$ cat src/sbc_regs_defines.vh
// Register offsets, field positions, reset values and encodings of the status register bank.
`ifndef SBC_REGS_DEFINES_VH
`define SBC_REGS_DEFINES_VH
`define ADDR_W 6
`define DATA_W 8
`define OFF_LOW_WIRE 6'h17
`define OFF_RESET_CAUSE 6'h18
`define OFF_SUPPLY_STATUS 6'h1b
`define OFF_IRQ_EN_ONE 6'h1d
`define OFF_IRQ_EN_TWO 6'h1e
`define OFF_IRQ_CAUSE_ONE 6'h21
`define OFF_IRQ_CAUSE_TWO 6'h22
`define OFF_XCVR_CTRL 6'h24
`define RESET_CAUSE_POR 3'h5
`define RC_EVT_UNDERVOLT 3'h5
`define RC_EVT_WATCHDOG 3'h6
`define RC_EVT_EXTERNAL 3'h4
`define RC_UNDERVOLT 0
`define RC_WATCHDOG 1
`define RC_EXTERNAL 2
`define SS_BAT_LOW 0
`define SS_BAT_HIGH 1
`define SS_SEC_REG_ON 2
`define SS_SW_OVERTEMP 3
`define XS_TERM_BAT 3'h0
`define XS_RX_ONLY 3'h2
`define XS_RX_TX 3'h3
`define XC_OVERTEMP 3
`define MODE_NORMAL 2'h0
`define MODE_STANDBY 2'h1
`define MODE_SLEEP 2'h2
`endif

$ cat src/sticky_flags.v
// Bank of event flags that latch on an event and clear on a read strobe.
`timescale 1ns/1ns
module sticky_flags #(
  parameter WIDTH = 4
) (
  input wire clk_sys,
  input wire rst,
  input wire [WIDTH-1:0] event_in,
  input wire clear,
  output reg [WIDTH-1:0] flags_ff
);
  // An event in the same cycle as the clearing read survives the clear.
  always @(posedge clk_sys)
  begin
    if (rst)
      flags_ff <= {WIDTH{1'b0}};
    else if (clear)
      flags_ff <= event_in;
    else
      flags_ff <= flags_ff | event_in;
  end
endmodule

$ cat src/supply_can_status_irq_regs.v
// Status, interrupt mask, interrupt source and transceiver control register bank.
//
// Notes on behaviour
// - Low wire faults: bit0 open, bit2 ground/high short, bit1 battery, bit3 logic supply.
// - Low wire fault bits latch until that register is read; power-on clears them.
// - Reset cause: bit0 undervoltage, bit1 watchdog, both with bit2; external sets bit2.
// - Reset cause bits latch, clear on read; power-on loads 101.
// - Supply status bit0 battery undervoltage, bit1 battery overvoltage.
// - Overvoltage bit is live; bits 3, 2, 0 latch until read.
// - Mask one: battery high, regulator hot, prewarning, battery low; one enables.
// - Mask two: bus failure bit2, serial error bit1, wake-up bit0.
// - Both masks clear on power-on and while the reset pin is low.
// - Source registers are read-only copies of flags at mask bit positions.
// - Reading source registers clears nothing.
// - Transceiver select 000 termination, 010 receive, 011 receive/transmit; reads actual state.
// - Chip mode may override the selected transceiver state.
// - Transceiver control bit3 latches overtemperature, clears on read of that register.
// - Forcing termination clears transceiver control bits 0 and 1.
// - Power-on clears transceiver control; reset pin leaves it unchanged.
`timescale 1ns/1ns
`include "sbc_regs_defines.vh"
module supply_can_status_irq_regs (
  input wire clk_sys,
  input wire rst,
  input wire reset_pin_n,
  input wire reg_wr,
  input wire reg_rd,
  input wire [`ADDR_W-1:0] reg_addr,
  input wire [`DATA_W-1:0] reg_wdata,
  output reg [`DATA_W-1:0] reg_rdata_ff,
  output reg reg_ack_ff,
  input wire low_wire_open,
  input wire low_wire_short_gnd,
  input wire low_wire_short_bat,
  input wire low_wire_short_vdd,
  input wire undervoltage_reset,
  input wire watchdog_reset,
  input wire external_reset,
  input wire battery_fail,
  input wire battery_high,
  input wire secondary_regulator_on,
  input wire switched_supply_overtemp,
  input wire regulator_hot,
  input wire temp_prewarn,
  input wire bus_failure,
  input wire serial_error,
  input wire wakeup,
  input wire transceiver_overtemp,
  input wire [1:0] chip_mode,
  input wire force_term,
  output reg [2:0] transceiver_state_ff,
  output reg irq_ff
);
  wire rd_low_wire = reg_rd && reg_addr == `OFF_LOW_WIRE;
  wire rd_reset_cause = reg_rd && reg_addr == `OFF_RESET_CAUSE;
  wire rd_supply = reg_rd && reg_addr == `OFF_SUPPLY_STATUS;
  wire rd_xcvr = reg_rd && reg_addr == `OFF_XCVR_CTRL;
  wire wr_xcvr = reg_wr && reg_addr == `OFF_XCVR_CTRL;
  wire [3:0] low_wire_flags;
  wire [3:0] supply_latched;
  wire [0:0] xcvr_ot;
  wire [2:0] xcvr_sel;
  wire [2:0] xcvr_state;
  reg [2:0] reset_cause_ff;
  reg [3:0] irq_enable_one_ff;
  reg [2:0] irq_enable_two_ff;
  reg [2:0] nxt_cause_evt;
  reg [3:0] irq_cause_one;
  reg [2:0] irq_cause_two;
  reg [`DATA_W-1:0] nxt_rdata;

  sticky_flags #(.WIDTH(4)) u_low_wire (
    .clk_sys(clk_sys),
    .rst(rst),
    .event_in({low_wire_short_vdd, low_wire_short_gnd, low_wire_short_bat, low_wire_open}),
    .clear(rd_low_wire),
    .flags_ff(low_wire_flags)
  );

  // Bit 1 is tied low here and read from the live input, so it never latches.
  sticky_flags #(.WIDTH(4)) u_supply (
    .clk_sys(clk_sys),
    .rst(rst),
    .event_in({switched_supply_overtemp, secondary_regulator_on, 1'b0, battery_fail}),
    .clear(rd_supply),
    .flags_ff(supply_latched)
  );

  sticky_flags #(.WIDTH(1)) u_xcvr_ot (
    .clk_sys(clk_sys),
    .rst(rst),
    .event_in(transceiver_overtemp),
    .clear(rd_xcvr),
    .flags_ff(xcvr_ot)
  );

  xcvr_state_ctrl u_xcvr (
    .clk_sys(clk_sys),
    .rst(rst),
    .wr_sel(wr_xcvr),
    .wr_data(reg_wdata[2:0]),
    .chip_mode(chip_mode),
    .force_term(force_term),
    .selected_ff(xcvr_sel),
    .transceiver_state_ff(xcvr_state)
  );

  always @*
  begin
    nxt_cause_evt = 3'h0;
    if (undervoltage_reset)
      nxt_cause_evt = nxt_cause_evt | `RC_EVT_UNDERVOLT;
    if (watchdog_reset)
      nxt_cause_evt = nxt_cause_evt | `RC_EVT_WATCHDOG;
    if (external_reset)
      nxt_cause_evt = nxt_cause_evt | `RC_EVT_EXTERNAL;
  end

  // Reset cause is kept through a reset-pin event; only power-on reloads it.
  always @(posedge clk_sys)
  begin
    if (rst)
      reset_cause_ff <= `RESET_CAUSE_POR;
    else if (rd_reset_cause)
      reset_cause_ff <= nxt_cause_evt;
    else
      reset_cause_ff <= reset_cause_ff | nxt_cause_evt;
  end

  always @(posedge clk_sys)
  begin
    if (rst || !reset_pin_n)
    begin
      irq_enable_one_ff <= 4'h0;
      irq_enable_two_ff <= 3'h0;
    end
    else if (reg_wr && reg_addr == `OFF_IRQ_EN_ONE)
      irq_enable_one_ff <= reg_wdata[3:0];
    else if (reg_wr && reg_addr == `OFF_IRQ_EN_TWO)
      irq_enable_two_ff <= reg_wdata[2:0];
  end

  // Source copies are pure wiring of the flags, so a read of them has no side effect.
  always @*
  begin
    irq_cause_one = {battery_high, regulator_hot, temp_prewarn, supply_latched[`SS_BAT_LOW]};
    irq_cause_two = {bus_failure, serial_error, wakeup};
  end

  always @*
  begin
    nxt_rdata = 8'h00;
    if (reg_addr == `OFF_LOW_WIRE)
      nxt_rdata = {4'h0, low_wire_flags};
    else if (reg_addr == `OFF_RESET_CAUSE)
      nxt_rdata = {5'h00, reset_cause_ff};
    else if (reg_addr == `OFF_SUPPLY_STATUS)
      nxt_rdata = {4'h0, supply_latched[3:2], battery_high, supply_latched[0]};
    else if (reg_addr == `OFF_IRQ_EN_ONE)
      nxt_rdata = {4'h0, irq_enable_one_ff};
    else if (reg_addr == `OFF_IRQ_EN_TWO)
      nxt_rdata = {5'h00, irq_enable_two_ff};
    else if (reg_addr == `OFF_IRQ_CAUSE_ONE)
      nxt_rdata = {4'h0, irq_cause_one};
    else if (reg_addr == `OFF_IRQ_CAUSE_TWO)
      nxt_rdata = {5'h00, irq_cause_two};
    else if (reg_addr == `OFF_XCVR_CTRL)
      nxt_rdata = {4'h0, xcvr_ot, xcvr_state};
  end

  always @(posedge clk_sys)
  begin
    if (rst)
    begin
      reg_rdata_ff <= 8'h00;
      reg_ack_ff <= 1'b0;
      transceiver_state_ff <= `XS_TERM_BAT;
      irq_ff <= 1'b0;
    end
    else
    begin
      if (reg_rd)
        reg_rdata_ff <= nxt_rdata;
      reg_ack_ff <= reg_rd || reg_wr;
      transceiver_state_ff <= xcvr_state;
      irq_ff <= |(irq_cause_one & irq_enable_one_ff) | |(irq_cause_two & irq_enable_two_ff);
    end
  end
endmodule

$ cat src/xcvr_state_ctrl.v
// Transceiver state selection, overridden by the chip operating mode.
`timescale 1ns/1ns
`include "sbc_regs_defines.vh"
module xcvr_state_ctrl (
  input wire clk_sys,
  input wire rst,
  input wire wr_sel,
  input wire [2:0] wr_data,
  input wire [1:0] chip_mode,
  input wire force_term,
  output reg [2:0] selected_ff,
  output reg [2:0] transceiver_state_ff
);
  reg [2:0] nxt_selected;
  reg [2:0] nxt_state;
  always @*
  begin
    nxt_selected = selected_ff;
    if (wr_sel)
      nxt_selected = wr_data;
    nxt_state = nxt_selected;
    // Only the three documented codes are accepted; others fall back to termination.
    if (nxt_state != `XS_RX_ONLY && nxt_state != `XS_RX_TX)
      nxt_state = `XS_TERM_BAT;
    if (chip_mode == `MODE_SLEEP)
      nxt_state = `XS_TERM_BAT;
    else if (chip_mode == `MODE_STANDBY && nxt_state == `XS_RX_TX)
      nxt_state = `XS_RX_ONLY;
    if (force_term || nxt_state == `XS_TERM_BAT)
    begin
      nxt_state = `XS_TERM_BAT;
      nxt_selected = {nxt_selected[2], 2'b00};
    end
  end
  always @(posedge clk_sys)
  begin
    if (rst)
    begin
      selected_ff <= 3'h0;
      transceiver_state_ff <= `XS_TERM_BAT;
    end
    else
    begin
      selected_ff <= nxt_selected;
      transceiver_state_ff <= nxt_state;
    end
  end
endmodule
$ cat config.mk
export PLATFORM = sky130hd
export DESIGN_NAME = supply_can_status_irq_regs
export DESIGN_NICKNAME = d
export VERILOG_FILES = /design/src/sticky_flags.v /design/src/supply_can_status_irq_regs.v /design/src/xcvr_state_ctrl.v
export VERILOG_INCLUDE_DIRS = /design/src
export SDC_FILE = /design/constraint.sdc
export NUM_CORES = 1
export LEC_CHECK = 0
export BUFFER_PORTS_ARGS = -buffer_cell sky130_fd_sc_hd__buf_2
export CAP_MARGIN = 20
export CORE_ASPECT_RATIO = 1.5
export CORE_MARGIN = 4
export CORE_UTILIZATION = 48
export CTS_CLUSTER_DIAMETER = 80
export DETAILED_ROUTE_END_ITERATION = 16
export GPL_TIMING_DRIVEN = 1
export PLACE_DENSITY_LB_ADDON = 0.12
export SYNTH_ARGS = -nofsm -noshare
export SYNTH_HDL_FRONTEND = slang
export SYNTH_SLANG_ARGS = --single-unit
$ cat constraint.sdc
create_clock -name clk_sys -period 2.65 [get_ports clk_sys]
set_clock_uncertainty 0.2 [all_clocks]
set_input_delay 0.1325 -clock clk_sys [delete_from_list [all_inputs] [get_ports clk_sys]]
set_output_delay 0.1325 -clock clk_sys [all_outputs]
set_load 0.005 [all_outputs]
==> flow_summary.ini, run 1 <==
[die]
die_x_um = 56.4
core_area_um2 = 3380
start_util = 0.498
die_h_um = 80.6
ioPinCount = 52
die-area_um2 = 4540
fp-row-count = 26

[logic_synthesis]
async_reset_ff_frac = 0
synth-edff-count = 0
synth-seq-area-share = 0.392
synth-seq-cells = 33
yosysUniqueCellTypes = 46
netlist_top_cells_count = dfxtp_1 (33), nor2_1 (23), a21oi_1 (18)
yosysMostFrequentCell = dfxtp_1
synth_area_per_cell_um2 = 8.73
yosysWarnings = 0
netlist.area_leader.share = 0.392
synth_ff_type = dfxtp_1
syn_area_um2 = 1690
synth_top_area_cell = dfxtp_1
syn_inst = 193
synthTopCellsByArea = dfxtp_1 (39%), nand3b_1 (6.2%), a21oi_1 (5.3%), mux2i_1 (5.3%), nor2_1 (5.1%)

[global_routing]
grt_pass1_wl_um = 7180
groute.usage.overall = 0.207
grt_pass1_vias = 1587
overflow = 0
grt_max_degree = 25
antenna_found_initial = 0

[sta]
hold_viol = 0
tightest_slew_ns = 0.804
fin_ws_ns = 0.236
period_needed_ns = 2.41
grt_setup_unrepaired = false
setup_viol = 0
slew_headroom = 0.450
timing.fmax_mhz = 414
finalCritPeriodShare = 0.911
setup_tns_ns = 0
drv_slew = 0

[critical_path]
regToRegEndpoint = reg_rdata_ff[2]$_SDFFE_PP0P_
crit_path_max_fanout = 20
path_cells = buf_2 > nor3b_1 > nand3_1 > and4b_1 > o221a_1 > dlygate4sd3_1
crit_type = in -> reg
r2r-start = irq_enable_one_ff[2]$_SDFFE_PP0P_
crit_required_ns = 2.63
endpoint_kind = flip-flop
start_kind = input port
reg2reg_slack_ns = 0.92
cp_slowest_cell = dlygate4sd3_1
crit_arrival_ns = 2.39
worstRegToRegCells = 4
slowest_delay_ns = 0.56

[place]
pre_cts_slack_ns = 0.521
routabilityCongestion = 0.817
hpwlAfterDp_um = 3300
placed_cells_incl_taps = 269
port_buffers = 43

[worst_hold_path]
holdPathEnd = irq_ff$_SDFF_PP0_
hold_class = in -> reg
min_from = bus_failure
whs_path_depth = 3

[detailed_routing]
drc_errors = 0
routed-via-count = 1658
wl_um = 4620
drt-pass1-iter-count = 4
wl_per_cell_um = 15.5
vias_per_cell = 5.56
first_iter_violations = 62
drtAntennaViolNets = 0

[final_layout]
insertedDiodeCount = 0
post-route-util = 0.658
register_area_um2 = 661
multi_input_area_um2 = 938
drive_gt1_frac = 0.215
final_cells = 298
synthToLayoutAreaGrowth_pct = 32.1
fillers = 309
fin_nets = 294

[clock_tree]
cts.root.buffer_cell = clkbuf_8
cts_buffers = 5
htree_levels = 2
clk_pin_slew_worst_paths_ns = 0.07
clockBufferDepth = 2
tritoncts = done
clock_latency_ns = 0.29
cts_sinks = 33

[power_and_ir_drop]
p_leak_nw = 0.937
vdd_drop_max_v = 0.000435
p_per_area_nw_per_um2 = 516

[job]
drv_cap = 0

[outcome]
status = finished, final reports clean
==> kinds of logic (layout without fill, tap and decap cells) <==
group,after synthesis,in the layout,share of synthesized area
compound gates,45,45,0.184
buf+inv,21,80,0.0601
flops,33,33,0.392
mux,9,9,0.0535
other cells,1,5,0.00223
simple gates,84,84,0.308
==> worst max path at each step <==
stage / from / to / slack (ns) / depth (start not counted)
6_report: reg_addr[2] / u_xcvr.transceiver_state_ff[0]$_SDFF_PP0_ / 0.24 / 6
4_1_cts: reg_addr[2] / u_xcvr.transceiver_state_ff[0]$_SDFF_PP0_ / 0.29 / 6
3_5_place_dp: reg_addr[2] / u_xcvr.transceiver_state_ff[0]$_SDFF_PP0_ / 0.52 / 5
5_1_grt: reg_addr[2] / u_xcvr.transceiver_state_ff[0]$_SDFF_PP0_ / 0.09 / 6
2_1_floorplan: reg_addr[2] / reg_rdata_ff[2]$_SDFFE_PP0P_ / 0.81 / 5
3_3_place_gp: reg_addr[2] / u_xcvr.transceiver_state_ff[0]$_SDFF_PP0_ / 0.60 / 5
==> layout make-up <==
cell class,instances,area share
Clock inverter,1,0.0135
Clock buffer,7,0.0388
Timing Repair Buffer,65,0.194
Sequential cell,33,0.297
Inverter,7,0.0118
Multi-Input combinational cell,143,0.421
Tap cell,42,0.0236
==> power by group <==
group          switching, mW  internal, mW
clock                  0.178         0.306
sequential           0.00915         0.512
combinational         0.0727        0.0715
total                  0.260         0.890
==> critical path: cells and delay by family <==
kind	cells	cell delay [ns]
AOI/OAI and AO/OA	1	0.21
buffers and inverters	2	0.82
and+or+nand+nor	3	1.22
==> cell usage in the layout, fill, tap and decap left out, drive strengths merged, types with 2 or more instances in the layout <==
master / Yosys / layout
nand3: 5 / 5
and2: 3 / 3
a311oi: 3 / 3
a21oi: 18 / 18
nor2b: 4 / 4
nor3b: 2 / 2
nor3: 5 / 5
and4b: 2 / 2
inv: 7 / 7
clkbuf: 9 / 7
o32ai: 3 / 3
and3: 2 / 2
dlygate4sd3: 0 / 21
nor2: 23 / 23
a31oi: 2 / 2
nand3b: 14 / 14
conb: 1 / 5
nand2: 3 / 3
a211oi: 5 / 5
dfxtp: 33 / 33
o21ai: 3 / 3
nand4b: 2 / 2
mux2i: 9 / 9
nor4bb: 3 / 3
buf: 5 / 44
a22oi: 2 / 2
nor4: 2 / 2
nand2b: 7 / 7
==> repair_timing <==
action,in CTS,in global routing
buffers inserted,0,0
resized for setup,0,0
hold endpoints to repair,25,0
hold buffers,21,0
==> flip-flops by register name, indices dropped and copies added (netlist names) <==
name and count:
irq_enable_one_ff 4, irq_enable_two_ff 3, irq_ff 1, reg_ack_ff 1, reg_rdata_ff 4, reset_cause_ff 3, transceiver_state_ff 3, u_low_wire.flags_ff 4
u_supply.flags_ff 3, u_xcvr.selected_ff 3, u_xcvr.transceiver_state_ff 3, u_xcvr_ot.flags_ff 1
==> through the flow <==
step | hold WS, ns | cell area, um^2 | power, mW
2_1_floorplan | 0.0234 | 1700 | 0.604
3_3_place_gp | 0.117 | 1900 | 0.647
3_5_place_dp | 0.118 | 1900 | 0.652
4_1_cts | 0.00219 | 2230 | 1.16
5_1_grt | 0.0502 | 2230 | 1.19
6_report | 0.00990 | 2230 | 1.15
==> metal layers <==
metal,wire (um),track usage
met1,1780,0.221
met2,2380,0.355
met3,244,0.0514
met4,216,0.140
met5,0,0
No activity file was read; power rests on OpenSTA's default activity.
==> inputs of run 2 (changes only) <==
--- a/config.mk
+++ b/config.mk
@@ -19,2 +19,3 @@
 export SYNTH_HDL_FRONTEND = slang
+export SYNTH_HIERARCHICAL = 1
 export SYNTH_SLANG_ARGS = --single-unit
==> constraint.sdc (replaced) <==
create_clock -name clk_sys -period 3.1 [get_ports clk_sys]
set_clock_uncertainty 0.2 [all_clocks]
set_input_delay 0.31 -clock clk_sys [delete_from_list [all_inputs] [get_ports clk_sys]]
set_output_delay 0.31 -clock clk_sys [all_outputs]
set_load 0.005 [all_outputs]
==> flow_summary.ini, run 2 <==
[final_layout]
fin_area_um2 = 1990
register_area_um2 = 661
final_common_cell = buf_2
insertedDiodeCount = 0
drive_gt1_frac = 0.261
post-route-util = 0.618
multi_input_area_um2 = 886
final_cell_mix = buf_2 (43), dfxtp_1 (33), a21oi_1 (17)
synthToLayoutAreaGrowth_pct = 20.2
fin_nets = 268
fillers = 313
top_regs = irq_enable_one_ff x4, reg_rdata_ff x4, u_low_wire/flags_ff x4

[detailed_routing]
drtAntennaViolNets = 0
drt-pass1-iter-count = 4
drc_errors = 0
vias_per_cell = 5.63
wl_per_cell_um = 15.6
first_iter_violations = 42
routed-via-count = 1521
wl_um = 4200

[place]
routabilityCongestion = 0.875
place_area_um2 = 1870
port_buffers = 43
pre_cts_slack_ns = 1.03
hpwlAfterDp_um = 3260

[worst_hold_path]
whs_path_depth = 3
hold_class = in -> reg
min_from = external_reset
holdPathEnd = reset_cause_ff[2]$_SDFF_PP1_

[global_routing]
overflow = 0
grt_max_degree = 23
antenna_found_initial = 0
grt_pass1_wl_um = 7040
grt_pass1_vias = 1582
groute.usage.overall = 0.198

[die]
start_util = 0.514
die_x_um = 56.0
die-area_um2 = 4470
ioPinCount = 52
core_area_um2 = 3220
fp-row-count = 25
die_h_um = 80.0

[critical_path]
crit_type = in -> reg
crit_path_max_fanout = 13
cp_slowest_cell = nor4bb_1
slowest_delay_ns = 0.44
regToRegEndpoint = reg_rdata_ff[2]$_SDFFE_PP0P_
start_kind = input port
crit_arrival_ns = 1.79
reg2reg_slack_ns = 1.60
worstRegToRegCells = 4
cpLargestDelayFamily = simple AND/OR/NAND/NOR gates
crit_required_ns = 3.11
crit_buf_inv = 1
r2r-start = u_xcvr/transceiver_state_ff[2]$_SDFF_PP0_
path_cells = buf_2 > nor4bb_1 > and3_1 > and3b_2 > o221ai_2 > a211oi_2
endpoint_kind = flip-flop

[clock_tree]
post-cts-setup-buffer-count = 0
htree_levels = 2
cts_buffers = 5
cts_hold_buf = 0
tritoncts = done
cts.root.buffer_cell = clkbuf_8
cts_sinks = 33
cts_resized = 0
clock_latency_ns = 0.28
clockBufferDepth = 2
clk_pin_slew_worst_paths_ns = 0.07

[outcome]
status = finished, final reports clean

[sta]
fin_ws_ns = 1.32
grt_setup_unrepaired = false
finalCritPeriodShare = 0.575
tightest_slew_ns = 0.554
period_needed_ns = 1.78
timing.fmax_mhz = 561
setup_viol = 0
drv_slew = 0
setup_tns_ns = 0
hold_viol = 0
slew_headroom = 0.621

[logic_synthesis]
syn_inst = 186
syn_area_um2 = 1660
synth_area_per_cell_um2 = 8.91
yosysWarnings = 6

[power_and_ir_drop]
vdd_drop_max_v = 0.000296
netSwitchingPower_uw = 219
seqPwrFrac = 0.464
netSwitchingFraction = 0.229
power_frac_comb = 0.099
p_int_uw = 738
pwr-share-clk = 0.437
p_leak_nw = 0.870
p_per_area_nw_per_um2 = 481

[job]
drv_cap = 0
[run 2: worst min-delay path: stages]
cell,delay (ns)
buf_2,0.08
nor4_1,0.04
nand2_1,0.04
[run 2: metrics by stage]
stage	power [mW]	std cells	hold WS (ns)
after global placement	0.544	262	0.239
after detailed placement	0.548	262	0.257
final	0.958	270	0.0153
after global routing	1.00	270	0.0226
after floorplan	0.506	189	0.172
after CTS	0.967	270	0.00849
[run 2: area by class of cell]
| cell class | count | share of cell area |
|---|---|---|
| well taps | 40 | 0.0251 |
| inverters | 16 | 0.0302 |
| repair buffers | 43 | 0.108 |
| flip-flops and latches | 33 | 0.332 |
| clock inverters | 2 | 0.0188 |
| clock buffers | 6 | 0.0415 |
| multi-input cells | 130 | 0.445 |
[run 2: power groups by stage]
stage / Clock (mW) / Sequential, mW / Combinational, mW
global placement: 0 / 0.454 / 0.0901
finish: 0.418 / 0.445 / 0.0947
detailed placement: 0 / 0.454 / 0.0937
CTS: 0.428 / 0.445 / 0.0945
floorplan: 0 / 0.453 / 0.0528
global route: 0.449 / 0.447 / 0.105
[run 2: worst max path at each step]
stage,from,endpoint,slack [ns],cells after the start
after floorplan,reg_addr[0],reg_rdata_ff[1]$_SDFFE_PP0P_,1.34,5
after global placement,reg_addr[2],u_xcvr/transceiver_state_ff[0]$_SDFF_PP0_,1.08,6
after detailed placement,reg_addr[2],u_xcvr/transceiver_state_ff[0]$_SDFF_PP0_,1.03,6
after CTS,reg_addr[2],u_xcvr/transceiver_state_ff[0]$_SDFF_PP0_,1.32,6
after global routing,reg_addr[2],u_xcvr/transceiver_state_ff[0]$_SDFF_PP0_,1.18,6
final,reg_addr[2],u_xcvr/transceiver_state_ff[0]$_SDFF_PP0_,1.32,6
[run 2: metal layers]
metal,routed length (um),share of wire,GRT usage
met3,259,0.062,0.0550
met1,1520,0.36,0.197
met5,0,0,0
met4,78,0.019,0.0689
met2,2350,0.56,0.384
